===== config.mk =====
export PLATFORM = sky130hd
export DESIGN_NAME = lcd_bias_supply_control
export DESIGN_NICKNAME = d
export VERILOG_FILES = /design/src/bias_supply_pkg.sv /design/src/lcd_bias_supply_control.sv
export VERILOG_INCLUDE_DIRS = /design/src
export SDC_FILE = /design/constraint.sdc
export NUM_CORES = 1
export LEC_CHECK = 0
export BUFFER_PORTS_ARGS = -buffer_cell sky130_fd_sc_hd__clkbuf_2
export CORE_ASPECT_RATIO = 1.4
export CORE_MARGIN = 5
export CORE_UTILIZATION = 40
export CTS_CLUSTER_SIZE = 20
export DETAILED_ROUTE_END_ITERATION = 10
export GPL_TIMING_DRIVEN = 0
export PLACE_DENSITY = 0.71
export SYNTH_ARGS = -nofsm -noshare
export SYNTH_HDL_FRONTEND = slang
export SYNTH_SLANG_ARGS = --single-unit

===== constraint.sdc =====
create_clock -name ref_clk -period 1.77 [get_ports ref_clk]
set_clock_uncertainty 0.1 [all_clocks]
set_input_delay 0 -clock ref_clk [delete_from_list [all_inputs] [get_ports ref_clk]]
set_output_delay 0 -clock ref_clk [all_outputs]
set_load 0.02 [all_outputs]

===== src/bias_supply_map.svh =====
// Purpose: register offsets, field positions, reset values and timing counts
// Assumes: plain register port with byte offsets
// Notes:   included by the design and the bench
`ifndef BIAS_SUPPLY_MAP_SVH
`define BIAS_SUPPLY_MAP_SVH

// register offsets
`define OFS_SUPPLY_CONFIG   8'h00
`define OFS_TRIM            8'h01
`define OFS_CONTROL_ONE     8'h02
`define OFS_CONTROL_TWO     8'h03
`define OFS_STATUS          8'h04

// supply config fields
`define FLD_SOURCE_LO       0
`define FLD_SOURCE_HI       1
`define FLD_BYPASS          3
`define FLD_DOUBLER         6
`define FLD_PUMP_SEL        7
// trim register fields
`define FLD_TRIM_LO         0
`define FLD_TRIM_HI         3
`define FLD_REG_EN          7
// control one fields
`define FLD_DUTY_LO         0
`define FLD_DUTY_HI         2
`define FLD_FRAME_LO        3
`define FLD_FRAME_HI        5
`define FLD_BIAS_THIRD      6
`define FLD_DISP_EN         7
// control two fields
`define FLD_IRQ_EN          7
`define FLD_BLINK_LO        0
`define FLD_BLINK_HI        2
// status fields
`define FLD_IRQ_FLAG        7
`define FLD_BLANKED         6
`define FLD_DRV_ON          5

// reset values
`define RST_SOURCE          2'h1
`define RST_DUTY            3'h3
`define RST_FRAME           3'h0
`define RST_BLINK           3'h0

// trim steps: 1.5 percent each, clamp at 12 percent -> 8 counts
`define TRIM_STEP_PERMILLE  15
`define TRIM_LIMIT_PERMILLE 120
`define TRIM_MAX_COUNTS     (`TRIM_LIMIT_PERMILLE / `TRIM_STEP_PERMILLE)

// pump start blanking in timebase cycles
`define PUMP_BLANK_TICKS    16

`endif


===== src/bias_supply_pkg.sv =====
// Purpose: shared types for the bias supply control block
// Assumes: map header holds every number
// Notes:   types only
package bias_supply_pkg;

  // analog control bundle driven to the supply macro
  typedef struct packed {
    logic       switch_mid_from_main;
    logic       switch_top_from_main;
    logic       switch_low_from_pin;
    logic       follower_enable;
    logic       divider_two_thirds;
    logic       pump_enable;
    logic       resistor_enable;
    logic       regulator_to_level_one;
    logic       regulator_high_target;
    logic [4:0] regulator_trim;
  } analog_ctrl_t;

  // register bus request
  typedef struct packed {
    logic [7:0] addr;
    logic [7:0] wdata;
    logic       wr;
    logic       rd;
  } reg_req_t;

  typedef enum logic [1:0] {
    src_mid_main,
    src_top_main,
    src_low_pin,
    src_external
  } bias_source_t;

  typedef enum {
    pump_idle,
    pump_blank,
    pump_running
  } pump_state_t;

endpackage : bias_supply_pkg


===== src/lcd_bias_supply_control.sv =====
// What this block does
// - source 10 asserts only pin switch
// - source 11 deasserts all three switches
// - follower on only unbypassed with pin switch
// - doubler select picks two-thirds or direct with pin switch
// - regulator enable connects regulated source
// - doubler select picks regulator target
// - signed trim, 1.5 percent steps, clamped
// - pump unselected enables resistor network
// - reset clears display enable, drivers float
// - reset restores duty, bias, other fields
// - frame event sets sticky irq flag
// - writing one clears flag, zero ignored
// - irq out when flag and enable
// - reset source ties top level to main
// - drivers off 16 ticks after pump enable
//
// Purpose: bias supply switch, follower, pump and regulator control
// Assumes: bus strobes synchronous to ref_clk, one cycle each
// Notes:   timebase tick is a one-cycle pulse from the frame timer
//
// The register addresses and the strobed register port were decided locally.
`timescale 1ns/100ps
`include "bias_supply_map.svh"

module lcd_bias_supply_control
  import bias_supply_pkg::*;
#(
  parameter int BLANK_TICKS = `PUMP_BLANK_TICKS
) (
  // clock and reset
  input  wire logic         ref_clk,
  input  wire logic         rst_b,
  // register port
  input  wire reg_req_t     bus_req,
  output logic [7:0]        bus_rdata,
  // events
  input  wire logic         frame_event,
  input  wire logic         timebase_tick,
  // analog and driver controls
  output analog_ctrl_t      analog_ctrl,
  output logic              drivers_enable,
  output logic [2:0]        duty_select,
  output logic              bias_third,
  output logic [2:0]        frame_clock_select,
  output logic [2:0]        blink_rate_select,
  output logic              irq
);

  // control registers
  logic [1:0] bias_source_select;
  logic       doubler_tripler_select;
  logic       follower_bypass;
  logic       pump_select;
  logic       regulator_enable;
  logic [3:0] trim_code;
  logic       display_enable;
  logic       frame_irq_enable;
  logic       frame_irq_flag;
  logic [4:0] blank_count;
  pump_state_t pump_state;
  analog_ctrl_t next_analog;

  // trim clamp in counts; a four-bit code stays inside it, a wider one would not
  localparam logic signed [4:0] TRIM_LIMIT = 5'(`TRIM_MAX_COUNTS);

  logic wr_supply;
  logic wr_trim;
  logic wr_ctl_one;
  logic wr_ctl_two;
  logic wr_status;

  // address decode for writes
  function automatic logic hit(input reg_req_t r, input logic [7:0] ofs);
    hit = r.wr && (r.addr == ofs);
  endfunction : hit

  assign wr_supply  = hit(bus_req, `OFS_SUPPLY_CONFIG);
  assign wr_trim    = hit(bus_req, `OFS_TRIM);
  assign wr_ctl_one = hit(bus_req, `OFS_CONTROL_ONE);
  assign wr_ctl_two = hit(bus_req, `OFS_CONTROL_TWO);
  assign wr_status  = hit(bus_req, `OFS_STATUS);

  // supply configuration register; reset picks top-from-main
  always_ff @(posedge ref_clk) begin
    if (!rst_b) begin
      bias_source_select     <= `RST_SOURCE;
      doubler_tripler_select <= 1'b0;
      follower_bypass        <= 1'b0;
      pump_select            <= 1'b0;
    end else if (wr_supply) begin
      bias_source_select     <= bus_req.wdata[`FLD_SOURCE_HI:`FLD_SOURCE_LO];
      doubler_tripler_select <= bus_req.wdata[`FLD_DOUBLER];
      follower_bypass        <= bus_req.wdata[`FLD_BYPASS];
      pump_select            <= bus_req.wdata[`FLD_PUMP_SEL];
    end
  end

  // regulator register
  always_ff @(posedge ref_clk) begin
    if (!rst_b) begin
      regulator_enable <= 1'b0;
      trim_code        <= 4'h0;
    end else if (wr_trim) begin
      regulator_enable <= bus_req.wdata[`FLD_REG_EN];
      trim_code        <= bus_req.wdata[`FLD_TRIM_HI:`FLD_TRIM_LO];
    end
  end

  // display control registers
  always_ff @(posedge ref_clk) begin
    if (!rst_b) begin
      display_enable     <= 1'b0;
      duty_select        <= `RST_DUTY;
      bias_third         <= 1'b1;
      frame_clock_select <= `RST_FRAME;
      blink_rate_select  <= `RST_BLINK;
      frame_irq_enable   <= 1'b0;
    end else begin
      if (wr_ctl_one) begin
        display_enable     <= bus_req.wdata[`FLD_DISP_EN];
        duty_select        <= bus_req.wdata[`FLD_DUTY_HI:`FLD_DUTY_LO];
        bias_third         <= bus_req.wdata[`FLD_BIAS_THIRD];
        frame_clock_select <= bus_req.wdata[`FLD_FRAME_HI:`FLD_FRAME_LO];
      end
      if (wr_ctl_two) begin
        frame_irq_enable  <= bus_req.wdata[`FLD_IRQ_EN];
        blink_rate_select <= bus_req.wdata[`FLD_BLINK_HI:`FLD_BLINK_LO];
      end
    end
  end

  // sticky flag: a new event beats a same-cycle clear
  always_ff @(posedge ref_clk) begin
    if (!rst_b) begin
      frame_irq_flag <= 1'b0;
    end else if (frame_event) begin
      frame_irq_flag <= 1'b1;
    end else if (wr_status && bus_req.wdata[`FLD_IRQ_FLAG]) begin
      frame_irq_flag <= 1'b0;
    end
  end

  // irq registered from flag and enable, one cycle behind them
  always_ff @(posedge ref_clk) begin
    if (!rst_b) begin
      irq <= 1'b0;
    end else begin
      irq <= frame_irq_flag && frame_irq_enable;
    end
  end

  // pump start blanking: restarts whenever the pump turns on
  always_ff @(posedge ref_clk) begin
    if (!rst_b) begin
      pump_state  <= pump_idle;
      blank_count <= 5'h0;
    end else begin
      case (pump_state)
        pump_idle: begin
          if (next_analog.pump_enable) begin
            pump_state  <= pump_blank;
            blank_count <= 5'h0;
          end
        end
        pump_blank: begin
          if (!next_analog.pump_enable) begin
            pump_state <= pump_idle;
          end else if (timebase_tick) begin
            if (blank_count == 5'(BLANK_TICKS - 1)) begin
              pump_state <= pump_running;
            end
            blank_count <= blank_count + 5'h1;
          end
        end
        default: begin
          if (!next_analog.pump_enable) begin
            pump_state <= pump_idle;
          end
        end
      endcase
    end
  end

  // driver enable gated by display enable and pump blanking
  always_ff @(posedge ref_clk) begin
    if (!rst_b) begin
      drivers_enable <= 1'b0;
    end else begin
      drivers_enable <= display_enable && (pump_state != pump_blank)
                        && !(next_analog.pump_enable && pump_state == pump_idle);
    end
  end

  // decode from registered bits only, so writes cannot glitch analog side
  always_comb begin
    logic signed [4:0] t;
    t = 5'(signed'(trim_code));
    next_analog = '0;
    case (bias_source_t'(bias_source_select))
      src_mid_main: next_analog.switch_mid_from_main = 1'b1;
      src_top_main: next_analog.switch_top_from_main = 1'b1;
      src_low_pin:  next_analog.switch_low_from_pin  = 1'b1;
      default:      next_analog.switch_low_from_pin  = 1'b0;
    endcase
    next_analog.follower_enable = !follower_bypass
                                  && next_analog.switch_low_from_pin;
    next_analog.divider_two_thirds = next_analog.switch_low_from_pin
                                     && !doubler_tripler_select;
    next_analog.pump_enable     = pump_select;
    next_analog.resistor_enable = !pump_select;
    next_analog.regulator_to_level_one = regulator_enable;
    next_analog.regulator_high_target  = doubler_tripler_select;
    // clamp to plus or minus the trim limit
    if (t > TRIM_LIMIT) begin
      t = TRIM_LIMIT;
    end else if (t < -TRIM_LIMIT) begin
      t = -TRIM_LIMIT;
    end
    next_analog.regulator_trim = t;
  end

  // analog controls straight from flip-flops
  always_ff @(posedge ref_clk) begin
    if (!rst_b) begin
      analog_ctrl <= '0;
    end else begin
      analog_ctrl <= next_analog;
    end
  end

  // read data one cycle after the strobe, zero otherwise
  always_ff @(posedge ref_clk) begin
    if (!rst_b) begin
      bus_rdata <= 8'h00;
    end else if (!bus_req.rd) begin
      bus_rdata <= 8'h00;
    end else if (bus_req.addr == `OFS_SUPPLY_CONFIG) begin
      bus_rdata <= {pump_select, doubler_tripler_select, 2'b00, follower_bypass,
                    1'b0, bias_source_select};
    end else if (bus_req.addr == `OFS_TRIM) begin
      bus_rdata <= {regulator_enable, 3'b000, trim_code};
    end else if (bus_req.addr == `OFS_CONTROL_ONE) begin
      bus_rdata <= {display_enable, bias_third, frame_clock_select, duty_select};
    end else if (bus_req.addr == `OFS_CONTROL_TWO) begin
      bus_rdata <= {frame_irq_enable, 4'h0, blink_rate_select};
    end else if (bus_req.addr == `OFS_STATUS) begin
      bus_rdata <= {frame_irq_flag, pump_state == pump_blank, drivers_enable, 5'h00};
    end else begin
      bus_rdata <= 8'h00;
    end
  end

  // assertions; analog outputs lag their registers by one edge, hence $past
  a_pin_switch_only: assert property (@(posedge ref_clk) disable iff (!rst_b)
    $past(bias_source_select) == 2'h2 && $past(rst_b) |->
      analog_ctrl.switch_low_from_pin && !analog_ctrl.switch_mid_from_main
      && !analog_ctrl.switch_top_from_main)
    else $error("pin source switches wrong");
  a_external_off: assert property (@(posedge ref_clk) disable iff (!rst_b)
    $past(bias_source_select) == 2'h3 && $past(rst_b) |->
      analog_ctrl[13:11] == 3'h0)
    else $error("external source has switch on");
  a_follower_gate: assert property (@(posedge ref_clk) disable iff (!rst_b)
    analog_ctrl.follower_enable |->
      analog_ctrl.switch_low_from_pin && !$past(follower_bypass))
    else $error("follower on illegally");
  a_divider_select: assert property (@(posedge ref_clk) disable iff (!rst_b)
    $past(bias_source_select) == 2'h2 && $past(rst_b) |->
      analog_ctrl.divider_two_thirds == !$past(doubler_tripler_select))
    else $error("divider select wrong");
  // first edge after reset still sees the cleared controls
  a_resistor_pump: assert property (@(posedge ref_clk) disable iff (!rst_b)
    $past(rst_b) |-> analog_ctrl.resistor_enable != analog_ctrl.pump_enable)
    else $error("pump and resistors both on");
  a_flag_sticky: assert property (@(posedge ref_clk) disable iff (!rst_b)
    frame_event |=> frame_irq_flag)
    else $error("frame flag not set");
  a_flag_clear: assert property (@(posedge ref_clk) disable iff (!rst_b)
    wr_status && bus_req.wdata[`FLD_IRQ_FLAG] && !frame_event |=> !frame_irq_flag)
    else $error("flag clear lost");
  a_irq_follow: assert property (@(posedge ref_clk) disable iff (!rst_b)
    frame_irq_flag && frame_irq_enable |=> irq)
    else $error("irq missing");
  a_pump_blank: assert property (@(posedge ref_clk) disable iff (!rst_b)
    $rose(next_analog.pump_enable) |=> !drivers_enable [*2])
    else $error("drivers on during pump start");
  a_reset_state: assert property (@(posedge ref_clk)
    !rst_b |=> !drivers_enable && bias_source_select == 2'h1
      && duty_select == 3'h3)
    else $error("reset values wrong");

  c_pin_mode: cover property (@(posedge ref_clk) analog_ctrl.follower_enable);
  c_irq: cover property (@(posedge ref_clk) irq);
  c_pump_run: cover property (@(posedge ref_clk) pump_state == pump_running);
  c_set_clear: cover property (@(posedge ref_clk) frame_event && wr_status);
  c_blank_shown: cover property (@(posedge ref_clk) pump_state == pump_blank && display_enable);

endmodule : lcd_bias_supply_control


Word level (Yosys, flattened, before mapping)

Cells that the tools add are included.
Widths: inputs -> output; s select.

Logic and storage cells: 104
Input bits: 22
Register bits after elaboration: 84
Output and inout bits: 34

Multiplexer cells: 22
$add $sub $neg: 1
Bitwise gates (word level): 2
Reductions and logical operators: 29
Eq/ne operators: 16
Order comparisons: 2

Operator list:

| cell                | count |
|---|---|
| $mux 32             | 5 |
| $logic_not 32->1    | 2 |
| $pmux 32 s2         | 1 |
| $mux 8              | 5 |
| $eq 32x1->1 const B | 1 |
| $eq 32x2->1 const B | 1 |
| $ne 32x2->1 const B | 1 |
| $mux 5              | 4 |
| $eq 8x2->1 const B  | 2 |
| $logic_and 1x1->1   | 12 |
| $pmux 5 s2          | 1 |
| $eq 8x1->1 const B  | 1 |
| $eq 8x3->1 const B  | 1 |
| $logic_not 8->1     | 1 |
| $reduce_and 4->1    | 2 |
| $ne 2x2->1 const B  | 3 |
| $ne 3x3->1 const B  | 2 |
| $reduce_or 3->1     | 2 |
| $add 5x1->5 const B | 1 |
| $eq 5x4->1 const B  | 1 |
| $gt 4x5->1 const B  | 1 |
| $mux 1              | 5 |
| $logic_not 1->1     | 4 |
| $lt 4x4->1 const B  | 1 |
| 10 further kinds    | 12 |

Depth between registers and ports, before layout

Depth after elaboration: 6
Gate-level depth with buffers: 6

Worst setup path after synthesis

No wires, ideal clock.

Kind: register -> register
Start: register blank_count[0]
End: register blank_count[4]
Required time: 1.600 ns
Cell stages (with the launch flop): 6
Period minus slack after synthesis: 1.724 ns
Path buffers: 0
Setup time: 0.070 ns
Slack: 0.046 ns
Arrival time: 1.554 ns
Cells stage by stage: dfxtp_1 ha_1 and3_1 ha_1 or4_1 a21oi_1

Word-level cells in the longest chain between the ends: 4

RTL lines:

| what                     | RTL line                       | source |
|---|---|---|
| start: declaration       | lcd_bias_supply_control.sv:60  | `logic [4:0] blank_count;` |
| start signal: assignment | lcd_bias_supply_control.sv:173 | `blank_count <= blank_count + 5'h1;` |
| $add 5x1->5              | lcd_bias_supply_control.sv:173 |  |
| $mux 5                   | lcd_bias_supply_control.sv:169 | `end else if (timebase_tick) begin` |
| $mux 5                   | lcd_bias_supply_control.sv:167 | `if (!next_analog.pump_enable) begin` |
| $pmux 5 s2               | lcd_bias_supply_control.sv:159 | `case (pump_state)` |

No other way between the ends. The select of a mux whose other input is x is not followed.
A chain may end at the register's enable or synchronous reset.

Final worst setup path

Same ends and word-level chain as after synthesis.

==> metrics.txt <==
ys async rst share 0%; non-filler cells, final 357; mux cell area share after synthesis 12.6%; Vias 1797; hold wc startpoint bus_req[16]; maxcap violations 0; Seq/Total Area, Yosys 50.2%; Mapped Area 0.00211 mm^2; post-synthesis xor/xnor area fraction 0%; adder-cell share of the synthesized area 1.18%; layout cell share with drive strength beyond 1 28.2%; Core ar. 0.00516 mm^2; Cell Int Power 0.00155 W; clk buf depth 2; first-pass GRT wire length 8250 um; DRT Pass-1 Iters 4; ys flop type dfxtp_1; number of global-route vias before repair 1771; Max Freq 580 MHz; DR vias/cell 5.03; Routed Antenna Nets 0; Setup Viol. Count Final 0; Reg-to-Reg Start blank_count[0]; pin count of the biggest net entering global routing 19; Syn Area/Cell 9.70 um^2; crit-path max FO 2; row count 31; Synth Instances 218; Hold Path Depth 4; Initial Util 41.0%; die width 71.5 um; total power draw 0.00204 W; Seq pwr share 58.8%; Yosys top cell area share 50.2%; first-iteration detailed-routing DRC count 83; IO Count 56; Synth area leader dfxtp_1; drt wl/cell 14.1 um; R2R depth 5; Worst Setup End Kind flip-flop; dpl cells 338; H-tree depth 2; status finished clean; Mapped Nets 242; drc violations 0; combinational power share 6.8%; initial antenna violation count 0; CP Launch Type flip-flop; Synth area leaders dfxtp_1 (50%), mux2i_1 (9.9%), nand2_1 (5.9%); RR Endpoint blank_count[4]; filler cell count 486; Final Critical Period 1.73 ns; grt total ovfl 0; Compound-Gate Fraction of Synth Area 7.16%; clock power share 34.4%; Post-synth EDFFs 0; DIE HEIGHT 96.0 um; CTS root buffer clkbuf_8; Slew @ Worst Pin 0.572 ns; pwr/cell area 754 mW/mm^2; synth warn 0; Clock Pin Slew Worst Setup and Hold Paths 0.10 ns; crit path kind flip-flop to flip-flop; Psw 0.000491 W; Worst-Skew Late Latency 0.31 ns; die area 0.00686 mm^2; # port buffers 54; count leader, synth dfxtp_1; synth unique cells 39; CTS buffer count 5; Final period util 97.5%; antenna cells 0; routability cong. 0.839; WHS Endpoint duty_select[1]; Final #Nets 314; final WL 5050 um; CTS tree yes; WP data arrival 1.87 ns; HP Class primary input to flip-flop; Peak VDD IR 0.000672 V; Total GRT Usage 15.5%; Post-DP HPWL 3860 um; simple-gate portion of the synthesized area 23.8%; Leakage 1.29 nW; R2R Setup Slk 0.04 ns; Fin. Hold Viols 0; sw frac 24.1%; clock sink count 53; Synth Register Bits 53; Max Slew Vio Count 0; largest family of logic cells by synthesized area simple AND/OR/NAND/NOR gates; Critical Path RT 1.92 ns; Max-slew headroom 61.8%; Area Growth Syn to Fin 27.7%; Post-synth top cells dfxtp_1 (53), nand2_1 (33), mux2i_1 (21), nor2_1 (14), inv_1 (13)
==> how the worst max path moves through the flow <==
stage,from,to,slack (ns),cells after the start
floorplan,blank_count[0],blank_count[4],0.05,5
global placement,blank_count[0],blank_count[4],-0.02,5
detailed placement,blank_count[0],blank_count[4],-0.02,5
CTS,blank_count[0],blank_count[4],0.01,5
global route,blank_count[1],blank_count[4],-0.001,5
finish,blank_count[0],blank_count[4],0.04,5
==> registers in the layout, indices dropped and copies added, names as in the netlist <==
| name | flops |
|---|---|
| analog_ctrl | 13 |
| bias_source_select | 2 |
| bias_third | 1 |
| blank_count | 5 |
| blink_rate_select | 3 |
| bus_rdata | 8 |
| display_enable | 1 |
| doubler_tripler_select | 1 |
| drivers_enable | 1 |
| duty_select | 3 |
| follower_bypass | 1 |
| frame_clock_select | 3 |
| frame_irq_enable | 1 |
| frame_irq_flag | 1 |
| irq | 1 |
| pump_select | 1 |
| pump_state | 2 |
| regulator_enable | 1 |
| trim_code | 4 |
==> logic make-up (layout without fill, tap and decap cells) <==
logic type      after synthesis  in the layout
buf+inv                      25             98
compound gates               23             23
flops                        53             53
mux                          24             24
fa+ha+maj                     2              2
simple gates                 91             91
==> power by group through the flow <==
stage | Sequential (W) | Combinational, W | Clock [W]
floorplan | 0.00123 | 0.0000614 | 0
global placement | 0.00123 | 0.000120 | 0
detailed placement | 0.00123 | 0.000121 | 0
CTS | 0.00120 | 0.000138 | 0.000722
global route | 0.00120 | 0.000151 | 0.000771
finish | 0.00120 | 0.000138 | 0.000700
==> critical path, stage by stage, from the launching register on <==
cell	delay (ns)
dfxtp_2	0.33
ha_2	0.18
and3_4	0.17
ha_4	0.22
or4_4	0.53
a21oi_2	0.13
==> area by class of cell <==
| cell class | count | area, um^2 | area share [%] |
|---|---|---|---|
| sequential | 53 | 1060 | 39.4 |
| multi-input combinational | 140 | 975 | 36.1 |
| timing repair buffer | 65 | 378 | 14.0 |
| tap | 66 | 82.6 | 3.06 |
| clock buffer | 5 | 68.8 | 2.55 |
| buffer | 12 | 57.6 | 2.13 |
| inverter | 13 | 48.8 | 1.81 |
| clock inverter | 3 | 26.3 | 0.973 |
==> per-stage QoR <==
stage	TNS, ns	worst slack [ns]	utilization [%]	area [um^2]	hold WS, ns
final	0	0.0444	52.3	2700	0.0241
after global routing	-0.00125	-0.00125	52.3	2700	0.0297
after detailed placement	-0.0213	-0.0213	47.8	2470	0.129
after CTS	0	0.0101	51.8	2670	0.00437
after global placement	-0.0187	-0.0187	47.8	2470	0.128
after floorplan	0	0.0455	-	2110	0.0239
==> cell usage in the layout, fill, tap and decap left out, types with 2 or more instances in the layout <==
cell | netlist | layout
o21ai_0 | 4 | 4
dfxtp_1 | 53 | 51
nor2_1 | 14 | 14
nor3b_1 | 3 | 3
o211ai_1 | 2 | 2
nand3_1 | 4 | 4
nor2b_1 | 8 | 8
a21oi_1 | 6 | 5
clkinv_4 | 0 | 2
clkbuf_1 | 6 | 6
nand4_1 | 4 | 4
clkbuf_2 | 0 | 54
nand2_1 | 33 | 33
nor4bb_1 | 3 | 3
buf_4 | 2 | 3
inv_1 | 13 | 13
dfxtp_2 | 0 | 2
nor3_1 | 3 | 3
nand2b_1 | 3 | 3
nand3b_1 | 3 | 3
mux4_2 | 2 | 2
buf_2 | 4 | 4
mux2i_1 | 21 | 21
and3b_1 | 2 | 2
dlygate4sd3_1 | 0 | 10
a31oi_1 | 2 | 2
and3_1 | 4 | 3
or4b_1 | 2 | 2
clkbuf_8 | 0 | 5
==> timing repair <==
action / in CTS / in global routing
cloned: 0 / 0
hold buffers: 10 / 0
pin swaps: 3 / 3
gates resized for setup: 1 / 6
setup endpoints to repair: 1 / 1
buffers inserted: 1 / 0
hold endpoints to repair: 25 / 0
==> metal layers <==
metal  GRT usage, %  routed length, um  vias to the layer above
met5              0                  0                        -
met4           5.17                 72                        0
met3           3.13                277                        8
met2           28.6               2640                       53
met1           17.6               2060                      840
li1               -                  -                      896
(Power assumes the default switching activity.)
